### src/watchdog_pkg.sv
// Shared constants of the watchdog timeout unit: register map, fields and timing.
`default_nettype none
package watchdog_pkg;
  // Register byte offsets on the bus
  localparam logic [7:0] OFF_CONTROL = 8'h1C;  // Main control and flag register
  localparam logic [7:0] OFF_STATUS  = 8'h20;  // Sticky event status, write one to clear
  localparam logic [7:0] OFF_MASK    = 8'h24;  // Interrupt mask, same layout as status
  localparam logic [7:0] OFF_COUNT   = 8'h28;  // Live counter value, read only

  // Control register field positions
  localparam int BIT_RESTART   = 0;   // Restart strobe, self clearing
  localparam int BIT_RST_EN    = 1;   // System reset enable
  localparam int BIT_RST_FLAG  = 2;   // Reset happened flag
  localparam int BIT_IRQ_FLAG  = 3;   // Timeout happened flag
  localparam int BIT_INTV_LO   = 4;   // Interval select, low bit
  localparam int BIT_INTV_HI   = 5;   // Interval select, high bit
  localparam int BIT_IRQ_EN    = 6;   // Interrupt enable
  localparam int BIT_ENABLE    = 7;   // Counter enable
  localparam int BIT_TEST      = 8;   // Test mode select
  localparam int BIT_PRESCALE  = 10;  // Divide-by-256 select

  // Status and mask bit positions
  localparam int EVT_TIMEOUT = 0;  // Interrupt timeout reached
  localparam int EVT_RESET   = 1;  // System reset requested
  localparam int EVT_COUNT   = 2;  // Number of event bits

  // Reset values
  localparam logic [31:0] CONTROL_RESET = 32'h0000_0400;  // Prescale on, all else off
  localparam logic [1:0]  MASK_RESET    = 2'h0;           // All events masked

  // Interval select codes
  localparam logic [1:0] INTV_SHORT = 2'h0;  // 2^14 clocks
  localparam logic [1:0] INTV_MID   = 2'h1;  // 2^16 clocks
  localparam logic [1:0] INTV_LONG  = 2'h2;  // 2^18 clocks

  // Timing in watchdog clocks
  localparam int unsigned TIMEOUT_SHORT_CLOCKS = 16384;   // 2^14
  localparam int unsigned TIMEOUT_MID_CLOCKS   = 65536;   // 2^16
  localparam int unsigned TIMEOUT_LONG_CLOCKS  = 262144;  // 2^18
  localparam int unsigned RESET_GRACE_CLOCKS   = 16128;   // Timeout to reset
  localparam logic [7:0]  PRESCALE_LAST        = 8'hFF;   // Divide by 256
  localparam logic [1:0]  RESTART_HOLD         = 2'h3;    // Restart bit reads one this long
  localparam logic [9:0]  HALF_LAST            = 10'h3FF; // Test mode half-counter top

  // Bus responses
  localparam logic [1:0] RESP_OKAY   = 2'h0;  // Access done
  localparam logic [1:0] RESP_SLVERR = 2'h2;  // Unmapped address

  // Counter sequence, Gray along the usual path
  typedef enum logic [1:0] {
    ST_IDLE  = 2'b00,  // Disabled
    ST_COUNT = 2'b01,  // Counting toward interrupt timeout
    ST_GRACE = 2'b11,  // Counting toward reset timeout
    ST_HALT  = 2'b10   // Grace over, reset disabled, waiting
  } dog_state_t;
endpackage
`default_nettype wire

### src/wdt_ctrl_if.sv
// Carrier between the register side and the counter core.
`timescale 1ns/1ps
`default_nettype none
interface wdt_ctrl_if;
  logic        run;          // Counter enable
  logic        test_mode;    // Split-counter test mode
  logic        prescale_div; // Divide-by-256 select
  logic        reset_en;     // Reset request allowed
  logic        restart;      // Return counter to start
  logic [1:0]  interval;     // Interval select code
  logic        timeout_evt;  // One-cycle timeout pulse
  logic        reset_evt;    // One-cycle reset pulse
  logic [19:0] count;        // Live counter value

  // Register side drives controls
  modport regs (output run, test_mode, prescale_div, reset_en, restart, interval,
                input timeout_evt, reset_evt, count);
  // Core drives events
  modport core (input run, test_mode, prescale_div, reset_en, restart, interval,
                output timeout_evt, reset_evt, count);
endinterface
`default_nettype wire

### src/wdt_counter_core.sv
// Watchdog counter core: prescaler, interval counter, grace counter, test mode.
`timescale 1ns/1ps
`default_nettype none
module wdt_counter_core #(
  parameter int unsigned TIMEOUT_SHORT = watchdog_pkg::TIMEOUT_SHORT_CLOCKS,
  parameter int unsigned TIMEOUT_MID   = watchdog_pkg::TIMEOUT_MID_CLOCKS,
  parameter int unsigned TIMEOUT_LONG  = watchdog_pkg::TIMEOUT_LONG_CLOCKS,
  parameter int unsigned RESET_GRACE   = watchdog_pkg::RESET_GRACE_CLOCKS
) (
  input  wire logic   clk,     // Watchdog clock
  input  wire logic   rst_n,   // Synchronous reset, active low
  wdt_ctrl_if.core    bus      // Controls in, events out
);
  localparam logic [19:0] SHORT_LAST = 20'(TIMEOUT_SHORT - 1);  // Last count, short
  localparam logic [19:0] MID_LAST   = 20'(TIMEOUT_MID - 1);    // Last count, mid
  localparam logic [19:0] LONG_LAST  = 20'(TIMEOUT_LONG - 1);   // Last count, long
  localparam logic [19:0] GRACE_LAST = 20'(RESET_GRACE - 1);    // Last grace count

  logic [7:0]               pre_cnt;  // Prescaler
  logic                     tick;     // One watchdog count step
  logic [19:0]              cnt;      // Main counter
  logic [19:0]              limit;    // Selected last count
  watchdog_pkg::dog_state_t state;    // Sequence state
  logic [9:0]               half_nx [2];  // Next values of the test halves

  assign bus.count = cnt;

  // Prescaler runs only while enabled; cleared with the counter
  always_ff @(posedge clk) begin
    if (!rst_n || !bus.run || bus.restart) begin
      pre_cnt <= '0;
    end else begin
      pre_cnt <= pre_cnt + 8'h01;
    end
  end

  // Undivided in test mode or with prescale off
  assign tick = bus.test_mode || !bus.prescale_div ||
                (pre_cnt == watchdog_pkg::PRESCALE_LAST);

  // Interval decode, code 11 acts as the longest
  always_comb begin
    case (bus.interval)
      watchdog_pkg::INTV_SHORT: limit = SHORT_LAST;
      watchdog_pkg::INTV_MID:   limit = MID_LAST;
      default:                  limit = LONG_LAST;
    endcase
  end

  // Two independent 10-bit halves for test mode
  for (genvar h = 0; h < 2; h++) begin : g_half
    assign half_nx[h] = cnt[h*10 +: 10] + 10'h001;
  end

  // Count sequence and event pulses
  always_ff @(posedge clk) begin
    bus.timeout_evt <= 1'b0;
    bus.reset_evt   <= 1'b0;
    if (!rst_n || !bus.run) begin
      state <= watchdog_pkg::ST_IDLE;
      cnt   <= '0;
    end else if (bus.restart) begin
      state <= watchdog_pkg::ST_COUNT;
      cnt   <= '0;
    end else if (bus.test_mode) begin
      // Split counters, either overflow raises timeout
      state <= watchdog_pkg::ST_COUNT;
      cnt   <= {half_nx[1], half_nx[0]};
      if (cnt[9:0] == watchdog_pkg::HALF_LAST || cnt[19:10] == watchdog_pkg::HALF_LAST) begin
        bus.timeout_evt <= 1'b1;
      end
    end else begin
      case (state)
        watchdog_pkg::ST_IDLE: begin
          state <= watchdog_pkg::ST_COUNT;
        end
        watchdog_pkg::ST_COUNT: begin
          if (tick && cnt == limit) begin
            cnt             <= '0;
            bus.timeout_evt <= 1'b1;
            state           <= watchdog_pkg::ST_GRACE;
          end else if (tick) begin
            cnt <= cnt + 20'h0_0001;
          end
        end
        watchdog_pkg::ST_GRACE: begin
          if (tick && cnt == GRACE_LAST) begin
            cnt <= '0;
            if (bus.reset_en) begin
              bus.reset_evt <= 1'b1;
              state         <= watchdog_pkg::ST_COUNT;
            end else begin
              state <= watchdog_pkg::ST_HALT;
            end
          end else if (tick) begin
            cnt <= cnt + 20'h0_0001;
          end
        end
        default: begin
          state <= watchdog_pkg::ST_HALT;  // Wait for restart or disable
        end
      endcase
    end
  end
endmodule // wdt_counter_core
`default_nettype wire

### src/watchdog_timeout_unit.sv
// Watchdog timeout unit top: AXI4-Lite registers, flags, interrupt and reset request.
//
// Behaviour
// - Test-mode select chooses normal or test operation.
// - Enable low stops and clears the counter.
// - Interrupt output only while interrupt enabled.
// - Interval select gives 2^14, 2^16, 2^18 clocks.
// - Reset comes 16128 clocks after the timeout.
// - Timeout sets the interrupt flag.
// - Flag sets even with interrupt disabled.
// - Flags ignore zero writes, clear on one.
// - Sticky reset flag survives the system reset.
// - Reset disabled: no reset, flag untouched.
// - Reset enable bit gates the reset function.
// - Restart bit clears counter, self-clears later.
// - Prescale divides by 256, never in test.
// - Test mode: two 10-bit counters, overflow interrupts.
`timescale 1ns/1ps
`default_nettype none
module watchdog_timeout_unit #(
  parameter int unsigned TIMEOUT_SHORT = watchdog_pkg::TIMEOUT_SHORT_CLOCKS, // Short interval
  parameter int unsigned TIMEOUT_MID   = watchdog_pkg::TIMEOUT_MID_CLOCKS,   // Mid interval
  parameter int unsigned TIMEOUT_LONG  = watchdog_pkg::TIMEOUT_LONG_CLOCKS,  // Long interval
  parameter int unsigned RESET_GRACE   = watchdog_pkg::RESET_GRACE_CLOCKS    // Grace period
) (
  input  wire logic        aclk,             // Bus and watchdog clock
  input  wire logic        aresetn,          // Synchronous reset, active low
  input  wire logic        power_on_resetn,  // Power-on reset, clears reset flag
  // Write address channel
  input  wire logic [7:0]  s_axi_awaddr,     // Write byte address
  input  wire logic        s_axi_awvalid,    // Write address valid
  output logic             s_axi_awready,    // Write address ready
  // Write data channel
  input  wire logic [31:0] s_axi_wdata,      // Write data
  input  wire logic [3:0]  s_axi_wstrb,      // Byte enables
  input  wire logic        s_axi_wvalid,     // Write data valid
  output logic             s_axi_wready,     // Write data ready
  // Write response channel
  output logic [1:0]       s_axi_bresp,      // Write response
  output logic             s_axi_bvalid,     // Write response valid
  input  wire logic        s_axi_bready,     // Write response ready
  // Read address channel
  input  wire logic [7:0]  s_axi_araddr,     // Read byte address
  input  wire logic        s_axi_arvalid,    // Read address valid
  output logic             s_axi_arready,    // Read address ready
  // Read data channel
  output logic [31:0]      s_axi_rdata,      // Read data
  output logic [1:0]       s_axi_rresp,      // Read response
  output logic             s_axi_rvalid,     // Read data valid
  input  wire logic        s_axi_rready,     // Read data ready
  // System side
  output logic             irq,              // Level interrupt, active high
  output logic             sys_reset_req     // One-cycle reset request pulse
);

  // Control fields
  logic       test_mode_select;   // Test mode
  logic       dog_enable;         // Counter enable
  logic       dog_irq_enable;     // Interrupt enable
  logic [1:0] interval_select;    // Interval code
  logic       timeout_irq_flag;   // Timeout happened
  logic       dog_reset_flag;     // Reset happened, sticky
  logic       dog_reset_enable;   // Reset allowed
  logic       dog_restart;        // Restart strobe, reads one while held
  logic [1:0] restart_hold;       // Restart self-clear countdown
  logic       prescale_select;    // Divide-by-256

  // Interrupt registers
  logic [watchdog_pkg::EVT_COUNT-1:0] irq_status;  // Sticky events
  logic [watchdog_pkg::EVT_COUNT-1:0] irq_mask;    // Event mask
  logic [watchdog_pkg::EVT_COUNT-1:0] evt;         // Event pulses this cycle

  // Write channel holding
  logic        aw_held;   // Address captured
  logic [7:0]  aw_addr;   // Captured address
  logic        w_held;    // Data captured
  logic [31:0] w_data;    // Captured data
  logic [3:0]  w_strb;    // Captured strobes
  logic        do_write;  // Perform the write now

  // Write decode
  logic wr_control;  // Control register hit
  logic wr_status;   // Status register hit
  logic wr_mask;     // Mask register hit
  logic wr_mapped;   // Any mapped register hit
  logic lane0;       // Byte 0 enabled
  logic lane1;       // Byte 1 enabled

  // Read assembly
  logic [31:0] control_word;  // Control register as read
  logic [31:0] next_rdata;    // Read mux result
  logic [1:0]  next_rresp;    // Read response

  // Core link
  wdt_ctrl_if core_bus ();

  // Counter core instance
  wdt_counter_core #(
    .TIMEOUT_SHORT (TIMEOUT_SHORT),
    .TIMEOUT_MID   (TIMEOUT_MID),
    .TIMEOUT_LONG  (TIMEOUT_LONG),
    .RESET_GRACE   (RESET_GRACE)
  ) u_core (
    .clk   (aclk),
    .rst_n (aresetn),
    .bus   (core_bus.core)
  );

  // Controls to the core
  assign core_bus.run          = dog_enable;
  assign core_bus.test_mode    = test_mode_select;
  assign core_bus.prescale_div = prescale_select;
  assign core_bus.reset_en     = dog_reset_enable;
  assign core_bus.restart      = dog_restart;
  assign core_bus.interval     = interval_select;

  // Events from the core
  assign evt[watchdog_pkg::EVT_TIMEOUT] = core_bus.timeout_evt;
  assign evt[watchdog_pkg::EVT_RESET]   = core_bus.reset_evt;

  // Write address capture
  always_ff @(posedge aclk) begin
    if (!aresetn) begin
      aw_held       <= 1'b0;
      aw_addr       <= '0;
      s_axi_awready <= 1'b0;
    end else if (s_axi_awvalid && s_axi_awready) begin
      aw_held       <= 1'b1;  // Hold until paired with data
      aw_addr       <= s_axi_awaddr;
      s_axi_awready <= 1'b0;
    end else begin
      if (do_write) begin
        aw_held <= 1'b0;
      end
      // Ready again once nothing is pending
      s_axi_awready <= !aw_held && !s_axi_bvalid;
    end
  end

  // Write data capture
  always_ff @(posedge aclk) begin
    if (!aresetn) begin
      w_held       <= 1'b0;
      w_data       <= '0;
      w_strb       <= '0;
      s_axi_wready <= 1'b0;
    end else if (s_axi_wvalid && s_axi_wready) begin
      w_held       <= 1'b1;  // Hold until paired with address
      w_data       <= s_axi_wdata;
      w_strb       <= s_axi_wstrb;
      s_axi_wready <= 1'b0;
    end else begin
      if (do_write) begin
        w_held <= 1'b0;
      end
      // Ready again once nothing is pending
      s_axi_wready <= !w_held && !s_axi_bvalid;
    end
  end

  // Write goes when both halves are in and no response waits
  assign do_write = aw_held && w_held && !s_axi_bvalid;

  // Write address decode
  always_comb begin
    wr_control = 1'b0;
    wr_status  = 1'b0;
    wr_mask    = 1'b0;
    wr_mapped  = 1'b1;
    if (aw_addr[7:2] == watchdog_pkg::OFF_CONTROL[7:2]) begin
      wr_control = do_write;
    end else if (aw_addr[7:2] == watchdog_pkg::OFF_STATUS[7:2]) begin
      wr_status = do_write;
    end else if (aw_addr[7:2] == watchdog_pkg::OFF_MASK[7:2]) begin
      wr_mask = do_write;
    end else if (aw_addr[7:2] == watchdog_pkg::OFF_COUNT[7:2]) begin
      wr_mapped = 1'b1;  // Read only, write ignored
    end else begin
      wr_mapped = 1'b0;  // Unmapped
    end
  end

  assign lane0 = w_strb[0];
  assign lane1 = w_strb[1];

  // Write response
  always_ff @(posedge aclk) begin
    if (!aresetn) begin
      s_axi_bvalid <= 1'b0;
      s_axi_bresp  <= watchdog_pkg::RESP_OKAY;
    end else if (do_write) begin
      s_axi_bvalid <= 1'b1;
      s_axi_bresp  <= wr_mapped ? watchdog_pkg::RESP_OKAY : watchdog_pkg::RESP_SLVERR;
    end else if (s_axi_bvalid && s_axi_bready) begin
      s_axi_bvalid <= 1'b0;  // Response taken
    end
  end

  // Control fields, byte 0 and byte 1
  always_ff @(posedge aclk) begin
    if (!aresetn) begin
      test_mode_select <= watchdog_pkg::CONTROL_RESET[watchdog_pkg::BIT_TEST];
      dog_enable       <= watchdog_pkg::CONTROL_RESET[watchdog_pkg::BIT_ENABLE];
      dog_irq_enable   <= watchdog_pkg::CONTROL_RESET[watchdog_pkg::BIT_IRQ_EN];
      interval_select  <= watchdog_pkg::CONTROL_RESET[watchdog_pkg::BIT_INTV_HI:
                                                      watchdog_pkg::BIT_INTV_LO];
      dog_reset_enable <= watchdog_pkg::CONTROL_RESET[watchdog_pkg::BIT_RST_EN];
      prescale_select  <= watchdog_pkg::CONTROL_RESET[watchdog_pkg::BIT_PRESCALE];
    end else if (wr_control) begin
      if (lane0) begin
        dog_enable       <= w_data[watchdog_pkg::BIT_ENABLE];
        dog_irq_enable   <= w_data[watchdog_pkg::BIT_IRQ_EN];
        interval_select  <= w_data[watchdog_pkg::BIT_INTV_HI:watchdog_pkg::BIT_INTV_LO];
        dog_reset_enable <= w_data[watchdog_pkg::BIT_RST_EN];
      end
      if (lane1) begin
        test_mode_select <= w_data[watchdog_pkg::BIT_TEST];
        prescale_select  <= w_data[watchdog_pkg::BIT_PRESCALE];
      end
    end
  end

  // Restart strobe, held a few cycles then cleared
  always_ff @(posedge aclk) begin
    if (!aresetn) begin
      dog_restart  <= 1'b0;
      restart_hold <= '0;
    end else if (wr_control && lane0 && w_data[watchdog_pkg::BIT_RESTART]) begin
      dog_restart  <= 1'b1;
      restart_hold <= watchdog_pkg::RESTART_HOLD;
    end else if (restart_hold != 2'h0) begin
      restart_hold <= restart_hold - 2'h1;
      dog_restart  <= (restart_hold != 2'h1);
    end else begin
      dog_restart <= 1'b0;
    end
  end

  // Timeout flag, set regardless of interrupt enable; set beats clear
  always_ff @(posedge aclk) begin
    if (!aresetn) begin
      timeout_irq_flag <= 1'b0;
    end else if (core_bus.timeout_evt) begin
      timeout_irq_flag <= 1'b1;
    end else if (wr_control && lane0 && w_data[watchdog_pkg::BIT_IRQ_FLAG]) begin
      timeout_irq_flag <= 1'b0;
    end
  end

  // Reset flag lives on the power-on reset so it outlasts the system reset
  always_ff @(posedge aclk) begin
    if (!power_on_resetn) begin
      dog_reset_flag <= 1'b0;
    end else if (core_bus.reset_evt) begin
      dog_reset_flag <= 1'b1;
    end else if (wr_control && lane0 && w_data[watchdog_pkg::BIT_RST_FLAG]) begin
      dog_reset_flag <= 1'b0;
    end
  end

  // Sticky event status, write one to clear, set beats clear
  always_ff @(posedge aclk) begin
    if (!aresetn) begin
      irq_status <= '0;
    end else begin
      for (int i = 0; i < watchdog_pkg::EVT_COUNT; i++) begin
        if (evt[i]) begin
          irq_status[i] <= 1'b1;
        end else if (wr_status && lane0 && w_data[i]) begin
          irq_status[i] <= 1'b0;
        end
      end
    end
  end

  // Interrupt mask
  always_ff @(posedge aclk) begin
    if (!aresetn) begin
      irq_mask <= watchdog_pkg::MASK_RESET;
    end else if (wr_mask && lane0) begin
      irq_mask <= w_data[watchdog_pkg::EVT_COUNT-1:0];
    end
  end

  // Interrupt output, silenced while interrupt disabled
  always_ff @(posedge aclk) begin
    if (!aresetn) begin
      irq <= 1'b0;
    end else begin
      irq <= dog_irq_enable && ((irq_status & irq_mask) != '0);
    end
  end

  // System reset request, registered single pulse
  always_ff @(posedge aclk) begin
    if (!aresetn) begin
      sys_reset_req <= 1'b0;
    end else begin
      sys_reset_req <= core_bus.reset_evt;
    end
  end

  // Control register as software sees it
  always_comb begin
    control_word                              = '0;
    control_word[watchdog_pkg::BIT_RESTART]   = dog_restart;
    control_word[watchdog_pkg::BIT_RST_EN]    = dog_reset_enable;
    control_word[watchdog_pkg::BIT_RST_FLAG]  = dog_reset_flag;
    control_word[watchdog_pkg::BIT_IRQ_FLAG]  = timeout_irq_flag;
    control_word[watchdog_pkg::BIT_INTV_HI:watchdog_pkg::BIT_INTV_LO] = interval_select;
    control_word[watchdog_pkg::BIT_IRQ_EN]    = dog_irq_enable;
    control_word[watchdog_pkg::BIT_ENABLE]    = dog_enable;
    control_word[watchdog_pkg::BIT_TEST]      = test_mode_select;
    control_word[watchdog_pkg::BIT_PRESCALE]  = prescale_select;
  end

  // Read address decode
  always_comb begin
    next_rdata = '0;
    next_rresp = watchdog_pkg::RESP_OKAY;
    if (s_axi_araddr[7:2] == watchdog_pkg::OFF_CONTROL[7:2]) begin
      next_rdata = control_word;
    end else if (s_axi_araddr[7:2] == watchdog_pkg::OFF_STATUS[7:2]) begin
      next_rdata[watchdog_pkg::EVT_COUNT-1:0] = irq_status;
    end else if (s_axi_araddr[7:2] == watchdog_pkg::OFF_MASK[7:2]) begin
      next_rdata[watchdog_pkg::EVT_COUNT-1:0] = irq_mask;
    end else if (s_axi_araddr[7:2] == watchdog_pkg::OFF_COUNT[7:2]) begin
      next_rdata[19:0] = core_bus.count;
    end else begin
      next_rresp = watchdog_pkg::RESP_SLVERR;  // Unmapped
    end
  end

  // Read address and data channels
  always_ff @(posedge aclk) begin
    if (!aresetn) begin
      s_axi_arready <= 1'b0;
      s_axi_rvalid  <= 1'b0;
      s_axi_rdata   <= '0;
      s_axi_rresp   <= watchdog_pkg::RESP_OKAY;
    end else if (s_axi_arvalid && s_axi_arready) begin
      s_axi_arready <= 1'b0;  // One read at a time
      s_axi_rvalid  <= 1'b1;
      s_axi_rdata   <= next_rdata;
      s_axi_rresp   <= next_rresp;
    end else if (s_axi_rvalid && s_axi_rready) begin
      s_axi_rvalid  <= 1'b0;  // Data taken
      s_axi_arready <= 1'b1;
    end else if (!s_axi_rvalid) begin
      s_axi_arready <= 1'b1;  // Idle, accept
    end
  end

endmodule // watchdog_timeout_unit
`default_nettype wire

### config.mk
export PLATFORM = sky130hd
export DESIGN_NAME = watchdog_timeout_unit
export DESIGN_NICKNAME = d
export VERILOG_FILES = /design/src/watchdog_pkg.sv /design/src/wdt_ctrl_if.sv /design/src/wdt_counter_core.sv /design/src/watchdog_timeout_unit.sv
export SDC_FILE = /design/constraint.sdc
export NUM_CORES = 1
export LEC_CHECK = 0
export BUFFER_PORTS_ARGS = -buffer_cell sky130_fd_sc_hd__buf_4
export CAP_MARGIN = 20
export CELL_PAD_IN_SITES_DETAIL_PLACEMENT = 0
export CELL_PAD_IN_SITES_GLOBAL_PLACEMENT = 1
export CORE_MARGIN = 2
export CORE_UTILIZATION = 43
export DETAILED_ROUTE_END_ITERATION = 12
export GPL_ROUTABILITY_DRIVEN = 0
export GPL_TIMING_DRIVEN = 0
export PLACE_DENSITY_LB_ADDON = 0.08
export SLEW_MARGIN = 20
export SYNTH_ARGS = -nofsm -noshare
export SYNTH_HDL_FRONTEND = slang
export SYNTH_SLANG_ARGS = --single-unit
### constraint.sdc
create_clock -name aclk -period 4.5 [get_ports aclk]
set_input_delay 0.45 -clock aclk [delete_from_list [all_inputs] [get_ports aclk]]
set_output_delay 0.45 -clock aclk [all_outputs]
set_load 0.03 [all_outputs]
==> results of run 1 <==
==> cells in the final DEF (no fill, tap or decap), types with 11 or more instances in the layout <==
master	count
sky130_fd_sc_hd__nor2b_1	11
sky130_fd_sc_hd__mux2i_1	11
sky130_fd_sc_hd__dfxtp_1	97
sky130_fd_sc_hd__a21boi_0	28
sky130_fd_sc_hd__clkbuf_8	11
sky130_fd_sc_hd__nor3_1	26
sky130_fd_sc_hd__clkbuf_1	21
sky130_fd_sc_hd__inv_1	15
sky130_fd_sc_hd__buf_4	74
sky130_fd_sc_hd__nand2_1	56
sky130_fd_sc_hd__nand3_1	19
sky130_fd_sc_hd__conb_1	14
sky130_fd_sc_hd__nor2_1	34
sky130_fd_sc_hd__xnor2_1	13
==> logic make-up (layout without fill, tap and decap cells) <==
group                    count (synthesis)  in the layout  synth area share [%]
adder cells (fa/ha/maj)                  5              5                  1.39
other                                    1             14                0.0835
XOR/XNOR                                18             18                  3.51
flip-flops                              97             97                  43.2
multiplexers                            12             12                  2.70
AO/OA/AOI/OAI                          106            106                  18.2
AND/OR/NAND/NOR                        211            211                  24.7
buffers and inverters                   55            130                  6.19
==> Yosys cell counts (7+ instances only) <==
| master | instances | area [µm²] |
|---|---|---|
| sky130_fd_sc_hd__clkbuf_1 | 21 | 78.8 |
| sky130_fd_sc_hd__nor2b_1 | 11 | 68.8 |
| sky130_fd_sc_hd__buf_4 | 14 | 105 |
| sky130_fd_sc_hd__dfxtp_1 | 97 | 1940 |
| sky130_fd_sc_hd__a21boi_0 | 28 | 210 |
| sky130_fd_sc_hd__a211oi_1 | 10 | 75.1 |
| sky130_fd_sc_hd__nand2_1 | 56 | 210 |
| sky130_fd_sc_hd__nand3_1 | 19 | 95.1 |
| sky130_fd_sc_hd__nand4_1 | 9 | 56.3 |
| sky130_fd_sc_hd__a22o_1 | 10 | 87.6 |
| sky130_fd_sc_hd__nor3_1 | 26 | 130 |
| sky130_fd_sc_hd__mux2i_1 | 11 | 110 |
| sky130_fd_sc_hd__xnor2_1 | 13 | 114 |
| sky130_fd_sc_hd__inv_1 | 15 | 56.3 |
| sky130_fd_sc_hd__nor2_1 | 34 | 128 |
| sky130_fd_sc_hd__a221oi_1 | 8 | 70.1 |
| sky130_fd_sc_hd__o21ai_0 | 10 | 50.1 |
| sky130_fd_sc_hd__a21oi_1 | 7 | 35.0 |
| sky130_fd_sc_hd__nor4_1 | 10 | 62.6 |
==> state kept, by name, summed over array words and instances (netlist names), 2 cells and up <==
signal,count
core_bus.interval,2
w_strb,2
s_axi_rdata,20
u_core.pre_cnt,8
u_core.state,2
w_data,10
restart_hold,2
aw_addr,6
irq_mask,2
u_core.bus.count,20
irq_status,2
==> layout make-up <==
class	count	area (µm²)	share of cell area (%)
clock inverters	4	76.3	1.42
clock buffers	11	151	2.81
well taps	136	170	3.16
inverters	15	56.3	1.05
repair buffers	60	450	8.36
plain buffers	40	221	4.11
multi-input cells	366	2320	43.1
flip-flops and latches	97	1940	36.0
==> worst max path at each step <==
stage	startpoint	to	slack [ns]
after global routing	u_core.bus.count[10]	u_core.bus.count[5]	1.54
after floorplan	u_core.bus.count[10]	u_core.bus.count[12]	2.35
after detailed placement	u_core.bus.count[10]	u_core.bus.count[12]	1.83
final	u_core.bus.count[10]	u_core.bus.count[12]	1.72
after global placement	u_core.bus.count[10]	u_core.bus.count[12]	1.86
after CTS	u_core.bus.count[10]	u_core.bus.count[12]	1.78
==> per-layer routing <==
metal	track usage [%]	vias up	routed length, µm
met5	0	-	0
met4	7.89	0	209
met3	3.99	18	484
met2	32.8	96	5240
met1	27.9	1858	5460
li1	-	1955	-
==> worst max-delay path, stage by stage (launching register included) <==
cell and delay, ns:
sky130_fd_sc_hd__dfxtp_1 0.50, sky130_fd_sc_hd__ha_1 0.26, sky130_fd_sc_hd__nand3_1 0.27, sky130_fd_sc_hd__nor4_1 0.63
sky130_fd_sc_hd__nand4b_1 0.28, sky130_fd_sc_hd__a211oi_4 0.45, sky130_fd_sc_hd__buf_6 0.20, sky130_fd_sc_hd__nor3_1 0.06
==> power by group <==
group          total [mW]  switching [mW]  internal (mW)
clock network       0.643           0.302          0.342
logic               0.188           0.102         0.0867
registers           0.911          0.0228          0.888
total                1.74           0.426           1.32
==> metrics by stage <==
| step | total power [mW] | area (µm²) | hold WS, ns | setup WS [ns] |
|---|---|---|---|---|
| floorplan | 1.05 | 4540 | 0.418 | 2.35 |
| global placement | 1.11 | 5160 | 0.430 | 1.86 |
| detailed placement | 1.12 | 5160 | 0.442 | 1.83 |
| CTS | 1.76 | 5390 | 0.279 | 1.78 |
| global route | 1.81 | 5390 | 0.280 | 1.54 |
| finish | 1.74 | 5390 | 0.293 | 1.72 |
==> results by stage, run 1 <==
Status:
- The flow ran to the end, and the final reports show no timing, DRC or antenna violations.

Clocking:
- After clock tree synthesis, the clock-pin slew on the worst setup and hold paths is 0.09 ns.
- The clock reaches the later pin of the worst-skew pair after 0.36 ns.
- The number of setup buffers added after CTS is 0.
- The total CTS buffers is 9.
- The worst-case clock buffer depth is 2.
- CTS saw 97 sinks.
- The clock root buffer master is sky130_fd_sc_hd__clkbuf_8.
- The CTS tree is yes.
- The H-tree depth reported by CTS is 3.
- The hold buffer count at CTS is 0.
- The number of gates resized after CTS was 0.

Floorplan:
- The die covers 11,300 µm².
- The area inside the core boundary is 10,200 µm².
- From left edge to right edge, the die measures 106 µm.
- For this design the top-level I/O count stands at 103.
- The standard-cell row count is 37.
- The die outline height is 106 µm.
- For this configuration, the core starts out at a cell density of 43.9%.

Routing:
- The antenna violation net count after detailed routing is 0.
- The count of TritonRoute iterations in the first routing pass is 5.
- The final wirelength is 11.4 mm.
- The total via count after detailed routing is 3,927.
- Dividing the detail-routed via count by the number of cells gives 5.39.
- After detailed routing, the number of remaining DRC violations is 0.
- In this run, the number of DRC markers left after iteration 0 of detailed routing was 327.
- Dividing the detail-routed wire length by the instance count gives 15.6 µm.

Logic synthesis:
- The post-synthesis instance total is 505.
- The share of the yosys chip area belonging to registers is 43.2%.
- During synthesis, Yosys emitted a total of 0 warnings.
- In this run, synthesis produced a sequential element count of 97.
- After synthesis, the mean cell area works out to 8.89 µm².
- The proportion of synthesized flip-flops having asynchronous set or reset is 0%.
- The total standard cell area after synthesis is 4490 µm².
- The count of flip-flops with a built-in enable after synthesis is 0.
- In the synthesized netlist the dominant register cell turns out to be sky130_fd_sc_hd__dfxtp_1.
- Counting distinct cell types in the post-synthesis netlist gives 59.

Timing:
- The final period utilization is 61.7%.
- The final-report max-slew violation count is 0.
- The slew of the pin with the lowest slew margin is 0.717 ns.
- Setup total negative slack on the finished layout was measured at 0 ns.
- The final setup violation count is 0.
- Measured against its own limit, the worst slew margin works out to 51.8%.
- The maximum operating frequency is 360 MHz.
- The final count of hold timing violations is 0.
- The final critical delay including setup and external delays is 2.78 ns.
- Setup repair after global routing left no endpoint under its margin.
- The final clock skew is 0.0117 ns.

Worst setup path:
- The critical path is of the flip-flop to flip-flop type.
- The reg-to-reg setup timing slack is 1.72 ns.
- The startpoint type of the worst setup path is a flip-flop.
- Data arrives at the worst endpoint at 3.00 ns.
- The required time at the worst-slack endpoint is 4.72 ns.
- In this run the critical register-to-register path is captured at u_core.bus.count[12].
- The launching point of the worst reg2reg path is u_core.bus.count[10].
- The largest fanout on the critical path is 10.
- The capturing element type of the critical path is a flip-flop.
- The worst-case reg-to-reg path depth is 7.

Final layout:
- Compared with the post-synthesis result, the final layout area differs by 20.0%.
- The number of antenna diodes in the final layout is 0.
- Fill cells in the final layout number 1,003.
- Cells fill 52.7% of the core in the end.
- The post-layout instance count excluding filler cells is 729.
- The fraction of final layout cells sized beyond drive strength 1 is 18.0%.
- In the final design database the tool counted 654 nets.

GRT:
- The via count of the first global-routing pass is 3,678.
- The overall routing resource usage is 20.7%.
- The number of antenna violations at the first check in global routing is 0.
- The overflow left after global routing is 0.
- The maximum number of pins on one net before global-route repair is 16.
- The first-pass GRT wire length is 18.5 mm.

Pwr:
- Summed over all cells, the static leakage comes to 1.93 nW.
- The worst-case IR drop observed on VDD is 0.165 mV.
- Power spread over the standard cell area amounts to 323 nW/µm².

Worst hold path:
- The worst hold path was traced through 2 stages.
- The path with the worst hold slack has its endpoint at dog_reset_flag.
- The startpoint identified for the worst hold timing path is power_on_resetn.
- The type of the worst min-delay path is input port to flip-flop.

Place:
- The HPWL after detailed placement is 8.62 mm.
- Counting tap cells, the placed design contains a total of 714 instances.
- The count of buffers added on input and output ports is 60.

Flow run:
- Max-cap violations in this run came to 0.
Note: power is estimated with default switching activity, not from simulation.
==> run 2: changes to the inputs <==
- CORE_UTILIZATION: 43 -> 36
- clock period: 4.5 -> 2.4 ns (I/O delays scaled with it)
==> run 2 against run 1 <==
  * Die area increased by 19%
  * Final area up 3.8%
  * First-iteration DRC count shrank 0.61%
  * Register-to-register slack got worse by 1.5 ns
  * Total power grew 110%
  * Critical path depth is the same
  * Critical path type unchanged
  * Largest cell class unchanged
  * Largest power group unchanged
==> results by stage, run 2 (same netlist as run 1, synthesis figures left out) <==
GRT:
- The via count of the first global-routing pass was 3,678.
- The number of antenna violations at the first check in global routing came to 0.
- The overall routing resource usage is 18.7%.
- The overflow left after global routing is 0.
- The first-pass GRT wire length is 19.3 mm.
- The fraction of met1 tracks used by global routing is 25.7%.
- The maximum number of pins on one net before global-route repair is 17.
- Global routing used 28.9% of the available met2 tracks.
- met2 is the most crowded layer.
- In the global route stage, met3 resource usage came out at 5.33%.

Timing:
- The final-report max-slew violation count came to 0.
- The relative max-transition margin is 50.2%.
- At the pin with the least slew margin, the transition time is 0.737 ns.
- Subtracting the final worst setup slack from the clock period gives 2.21 ns.
- The final clock skew is 0.00918 ns.
- The final setup violation count is 0.
- The final setup slack of the worst path is 0.188 ns.
- Adding up every negative setup slack in the final design gives 0 ns.
- The worst path uses 92.2% of the clock period.
- The maximum operating frequency is 452 MHz.
- The final count of hold timing violations is 0.

Worst setup path:
- Among all stages on the critical path, the largest delay is contributed by sky130_fd_sc_hd__dfxtp_1.
- The worst setup path is captured at a flip-flop.
- Walking the worst path, the cells encountered are ha_1 -> nand3_2 -> nor4_4 -> o2111ai_2 -> a211oi_4 -> buf_6 -> nor3_1.
- Of all nets on the critical path, the largest fanout is 10.
- The worst stage delay on the critical path is 0.50 ns.
- The startpoint type of the worst setup path is a flip-flop.
- The required time at the worst-slack endpoint is 2.62 ns.
- By startpoint and endpoint, the worst setup path is classified as flip-flop to flip-flop.
- The critical path arrival is 2.43 ns.

Final layout:
- The multi-input logic area is 2350 µm².
- Leaving out filler cells and counting taps, the final layout contains 764.
- After filler insertion, the fill cell instance count of the layout stands at 1,198.
- Across the whole layout, storage elements account for 1940 µm².
- In the layout the commonest cells are 97 x sky130_fd_sc_hd__dfxtp_1, 76 x sky130_fd_sc_hd__buf_4, 56 x sky130_fd_sc_hd__nand2_1.
- The number of antenna diodes in the final layout is 0.
- The area overhead of the layout relative to synthesis is 24.5%.
- The commonest non-fill, non-tap cell in the layout is sky130_fd_sc_hd__dfxtp_1.
- After the last flow step, the layout net total stands at 656.
- The fraction of final layout cells sized beyond drive strength 1 is 19.3%.

Pwr:
- The net switching power is 0.878 mW.
- Internal power comes to 2.84 mW.
- The total power divided by cell area is 666 nW/µm².
- IR analysis of the VDD net gives a maximum drop of 0.355 mV.
- Summed over all cells, the static leakage comes to 2.00 nW.
- The relative contribution of combinational cells to total power is 9.4%.
- The switching portion of total power is 23.6%.
- The sequential share of power is 45.9%.
- The share of total power dissipated in the clock network is 44.8%.

Floorplan:
- The area of the die is 13,400 µm².
- The die outline height is 116 µm.
- The region available for standard cell placement spans 12,100 µm².
- 103 I/O pins were placed.
- The floorplan has 40 rows.
- The starting density of the core is 37.1%.
- The die extent in x is 116 µm.

Routing:
- After detailed routing, the number of remaining DRC violations is 0.
- After detailed routing, the average wire length per cell comes to 15.5 µm.
- The per-cell via count in the routed design is 5.09.
- The final wirelength is 11.8 mm.
- The count of TritonRoute iterations in the first routing pass is 7.
- The total via count after detailed routing is 3,888.
- The detail route stage leaves a number of antenna-violating nets equal to 0.
- The first routing iteration left 325 violations.

Clocking:
- The clock root buffer master is sky130_fd_sc_hd__clkbuf_16.
- Counting along the longest clock path gives a buffer depth of 2.
- TritonCTS built the clock tree.
- The hold buffer count at CTS is 0.
- The later pin in the worst-skew pair is clocked with a latency of 0.35 ns.
- The clock drives 97 sinks.
- After clock tree synthesis, the clock-pin slew on the worst setup and hold paths is 0.07 ns.
- The H-tree generated during clock tree synthesis spans 3 levels.
- The total CTS buffers is 9.

Flow run:
- Across the run, the number of max-cap violations was 0.

Place:
- The number of buffers inserted by port buffering is 60.
- The pre-CTS worst setup slack is -0.354 ns.
- The number of placed instances, taps included, is 746.
- Once detailed placement completed, the half-perimeter wirelength came to 8.87 mm.

Status:
- The run finished with clean final reports.

Worst hold path:
- The path class of the tightest hold or removal check is input port to flip-flop.
run 2: metrics by stage:
| stage | total power, mW | cell area (µm²) | util [%] | hold slack, ns |
|---|---|---|---|---|
| 2_1_floorplan | 1.97 | 4540 | - | 0.358 |
| 3_3_place_gp | 2.08 | 5200 | 42.9 | 0.431 |
| 3_5_place_dp | 2.10 | 5200 | 42.9 | 0.448 |
| 4_1_cts | 3.77 | 5570 | 46.0 | 0.0800 |
| 5_1_grt | 3.88 | 5590 | 46.2 | 0.0765 |
| 6_report | 3.72 | 5590 | 46.2 | 0.0931 |
run 2: cell type report:
type / instances / share of cell area [%]
multi-input cells: 366 / 42.0
flip-flops and latches: 97 / 34.7
repair buffers: 62 / 8.33
clock buffers: 9 / 4.03
plain buffers: 40 / 3.98
well taps: 168 / 3.76
clock inverters: 7 / 2.13
inverters: 15 / 1.01
run 2: final timing paths:
path	from	endpoint	slack, ns	depth (start not counted)
worst min register to register	u_core.pre_cnt[0]	u_core.pre_cnt[0]	0.46	1
worst min-delay path	power_on_resetn	dog_reset_flag	0.09	2
worst max register to register	u_core.bus.count[10]	u_core.bus.count[12]	0.19	7
worst max-delay path	u_core.bus.count[10]	u_core.bus.count[12]	0.19	7
run 2: critical path, delay by kind of cell (launching register included):
kind	cells	cell delay, ns
adders and majority gates	1	0.27
DFF	1	0.50
and+or+nand+nor	3	0.58
AOI/OAI and AO/OA	2	0.53
buffers and inverters	1	0.19
run 2: timing repair:
action	CTS	global route
pin swaps	1	0
cloned	0	0
endpoints found under the setup margin	14	16
buffers inserted	2	0
resized for setup	2	5
run 2: power by group through the flow:
stage               combinational [mW]  clock [mW]  sequential (mW)
global route                     0.390        1.77             1.71
global placement                 0.338           0             1.74
CTS                              0.351        1.71             1.71
finish                           0.349        1.67             1.71
detailed placement               0.350           0             1.75
floorplan                        0.205           0             1.77
run 2: layer usage:
metal | wire length [µm] | up-vias
met4 | 131 | 0
li1 | - | 1965
met1 | 5700 | 1828
met3 | 602 | 12
met2 | 5420 | 83
met5 | 0 | -
==> run 3: changes to the inputs <==
- SYNTH_HIERARCHICAL: default -> 1
==> run 3 against run 2 <==
  * Final cell count is 2.6% lower
  * Critical endpoint is now u_core/bus.count[8]
  * Non-clock buffer count stayed put
  * Critical path depth is 1 higher
  * Final area is 3.4% lower
  * Sequential power hardly changed
  * Clock power is 17% lower
  * Utilization is 1.2 points lower
  * Critical path type unchanged
  * Combinational power is 14% lower
  * Highest routed layer unchanged
==> results by stage, run 3 <==
Status:
- The flow ran to the end, and the final reports show no timing, DRC or antenna violations.

Clocking:
- The CTS clock-pin slew for the worst setup and hold paths is 0.07 ns.
- Buffers inserted during clock tree synthesis total 9.
- The clock drives 97 sinks.
- The H-tree depth reported by CTS is 3.
- TritonCTS built the clock tree.
- The latest clock arrival within the worst-skew pair is 0.35 ns.
- The root buffer cell chosen for the clock tree is sky130_fd_sc_hd__clkbuf_16.
- The clock passes through at most 2 buffers.

Logic synthesis:
- In the synthesized netlist, the cells that appear most often are 97 x sky130_fd_sc_hd__dfxtp_1, 56 x sky130_fd_sc_hd__nand2_1, 46 x sky130_fd_sc_hd__a21oi_1.
- The yosys synthesis warning count is 6.
- The compound-gate portion of the synthesized area is 18.4%.
- Of the post-synthesis cell area, the dominant cell type holds 44.0%.
- The largest total area in the synthesized netlist belongs to sky130_fd_sc_hd__dfxtp_1.
- The post-synthesis instance total is 507.
- The total standard cell area after synthesis is 4420 µm².
- The proportion of synthesized area in mux cells is 1.67%.
- After synthesis the netlist holds a flip-flop and latch count of 97.
- In the synthesized netlist the async set-or-reset flop fraction comes to 0%.
- The xor-xnor portion of the synthesized cell area is 3.37%.
- The dominant register cell in the synthesized netlist is sky130_fd_sc_hd__dfxtp_1.
- By area the synthesized netlist is led by sky130_fd_sc_hd__dfxtp_1 44%, sky130_fd_sc_hd__a21oi_1 5.2%, sky130_fd_sc_hd__nand2_1 4.8%.
- The synthesized-area fraction occupied by and/or/nand/nor cells is 24.6%.
- The synthesized netlist devotes 1.42% of its cell area to adder and majority cells.
- By instance count, the leading cell after synthesis is sky130_fd_sc_hd__dfxtp_1.
- In this run the mean area of a mapped cell was 8.71 µm².
- Synthesis instantiated 63 different standard cells from the library.
- The share of the yosys chip area belonging to registers is 44.0%.
- After synthesis, the largest family of logic cells by area is simple AND/OR/NAND/NOR gates.
- The count of flip-flops with a built-in enable after synthesis is 0.

GRT:
- The first global-routing pass estimated 19.0 mm of wire.
- The via count of the first global-routing pass is 3,659.
- Global routing finished with a remaining overflow of 0.
- The number of antenna violations at the first check in global routing is 0.
- Entering global routing, the biggest net connects 16 pins.
- The overall routing resource usage is 18.8%.

Routing:
- After detailed routing, the average wire length per cell comes to 15.9 µm.
- The total via count after detailed routing is 3,865.
- The number of violations reported at the end of detailed-routing iteration 0 is 213.
- Dividing the detail-routed via count by the number of cells gives 5.19.
- The final layout contains routed wiring with a total length of 11.9 mm.
- Before antenna repair, the detailed router went through 5 iterations.
- The antenna violation net count after detailed routing is 0.
- The count of unresolved DRC violations after routing is 0.

Timing:
- Derived from the worst setup path, the maximum achievable clock frequency is 451 MHz.
- The final-report max-slew violation count is 0.
- The final count of hold timing violations came to 0.
- The relative max-transition margin is 54.4%.
- The final critical delay including setup and external delays is 2.22 ns.
- For the pin with the worst max-slew slack, the measured transition is 0.675 ns.
- Setup repair after global routing left no endpoint under its margin.
- The final setup violation count is 0.
- The hold slack is 0.137 ns.
- The final setup TNS is 0 ns.
- In the finished design, the share of the clock period the worst path needs comes to 92.4%.
- The final clock skew is 0.0111 ns.

Final layout:
- The area overhead of the layout relative to synthesis is 22.2%.
- Leaving out fill and tap cells, the most frequent cell in the layout is sky130_fd_sc_hd__dfxtp_1.
- The top cell types in the final layout, fill and taps aside, are 96 x sky130_fd_sc_hd__dfxtp_1, 75 x sky130_fd_sc_hd__buf_4, 56 x sky130_fd_sc_hd__nand2_1.
- The fraction of final layout cells sized beyond drive strength 1 is 22.1%.
- The number of nets at the end of the flow is 657.
- 0 antenna diodes ended up in the layout.

Floorplan:
- From left edge to right edge, the die measures 115 µm.
- The die outline height is 115 µm.
- In this run the count of I/O pins placed on the die edge is 103.
- In this run the core area contains 40 standard-cell rows.
- The region available for standard cell placement spans 12,000 µm².
- The area of the die is 13,200 µm².
- The starting density of the core is 36.8%.

Pwr:
- The total power divided by cell area is 625 nW/µm².
- The worst supply voltage drop on vdd is 0.453 mV.
- The leakage power is 2.03 nW.

Worst setup path:
- Along the worst path, the maximum fanout reaches 8.
- The worst setup path is launched from a flip-flop.
- At the worst endpoint, the arrival time is 2.44 ns.
- At the worst endpoint, the required time is 2.62 ns.
- The critical path is of the flip-flop to flip-flop type.
- STA classifies the critical path endpoint as a flip-flop.

Flow run:
- The tool flagged a number of max-cap violations equal to 0.

Place:
- After legalization and detailed placement, the total HPWL measured 8.81 mm.
- In this run the tool buffered the top-level ports with 59 buffer cells.

Worst hold path:
- The type of the worst min-delay path is input port to flip-flop.
[run 3: changes by cell type after synthesis, sizes merged, moves of 6 or more]
cell	delta
nor2	-6
nor2b	-7
nand3	+6
a221o	+9
a21boi	-27
a21oi	+40
mux2i	-7
o21ai	+9
and3	+11
a211oi	-7
a221oi	-6
[run 3: timing repair]
item,4_1_cts,5_1_grt
buffers inserted,0,2
hold buffers,0,0
resized for setup,0,2
setup endpoints to repair,0,10
[run 3: through the flow]
| stage | instance area, µm² | setup WS, ns | instances | util, % | power [mW] |
|---|---|---|---|---|---|
| floorplan | 4460 | 0.553 | 520 | - | 1.93 |
| global placement | 5090 | 0.0881 | 726 | 42.4 | 2.02 |
| detailed placement | 5090 | 0.0772 | 726 | 42.4 | 2.03 |
| CTS | 5370 | 0.0703 | 742 | 44.7 | 3.44 |
| global route | 5400 | 0.00567 | 744 | 44.9 | 3.54 |
| finish | 5400 | 0.183 | 744 | 44.9 | 3.37 |
[run 3: layout make-up]
| cell class | count | area, µm² |
|---|---|---|
| fill | 1233 | 6610 |
| multi-input combinational | 364 | 2240 |
| sequential | 97 | 1940 |
| timing repair buffer | 61 | 458 |
| clock buffer | 11 | 253 |
| buffer | 41 | 219 |
| tap | 147 | 184 |
| inverter | 18 | 67.6 |
| clock inverter | 5 | 30.0 |
[run 3: kinds of logic (layout without fill, tap and decap cells)]
logic type | count (synthesis) | in the layout
buf+inv | 59 | 136
compound gates | 119 | 119
flops | 97 | 97
fa+ha+maj | 5 | 5
mux | 7 | 7
simple gates | 202 | 202
xor+xnor | 17 | 17
other cells | 1 | 14
[run 3: worst max-delay path, stage by stage (launching register included)]
cell and delay (ns):
sky130_fd_sc_hd__dfxtp_1 0.31, sky130_fd_sc_hd__buf_2 0.16, sky130_fd_sc_hd__nor4_1 0.37, sky130_fd_sc_hd__nand4_1 0.17, sky130_fd_sc_hd__nor4_1 0.42, sky130_fd_sc_hd__a21oi_2 0.17
sky130_fd_sc_hd__nor3_4 0.24, sky130_fd_sc_hd__buf_4 0.19, sky130_fd_sc_hd__nor3_1 0.06
[run 3: per-layer routing]
metal	vias up	part of all wire [%]	GRT usage (%)
met3	7	4.0	5.32
met1	1796	45	23.3
met5	-	0	0
met2	82	50	31.5
met4	0	1.2	6.35
li1	1980	-	-
[run 3: final timing paths]
kind,start,endpoint,slack [ns],cells after the start
worst max register to register,u_core/bus.count[17],u_core/bus.count[8],0.18,8
worst min-delay path,s_axi_wdata[2],w_data[2],0.14,3
worst max-delay path,u_core/bus.count[17],u_core/bus.count[8],0.18,8
worst min register to register,w_data[3],w_data[3],0.45,2
[run 3: where the power goes]
| group | internal [mW] | switching (mW) | leakage [nW] |
|---|---|---|---|
| Clock | 0.754 | 0.629 | 0.137 |
| Sequential | 1.66 | 0.0350 | 0.786 |
| Combinational | 0.135 | 0.166 | 1.11 |
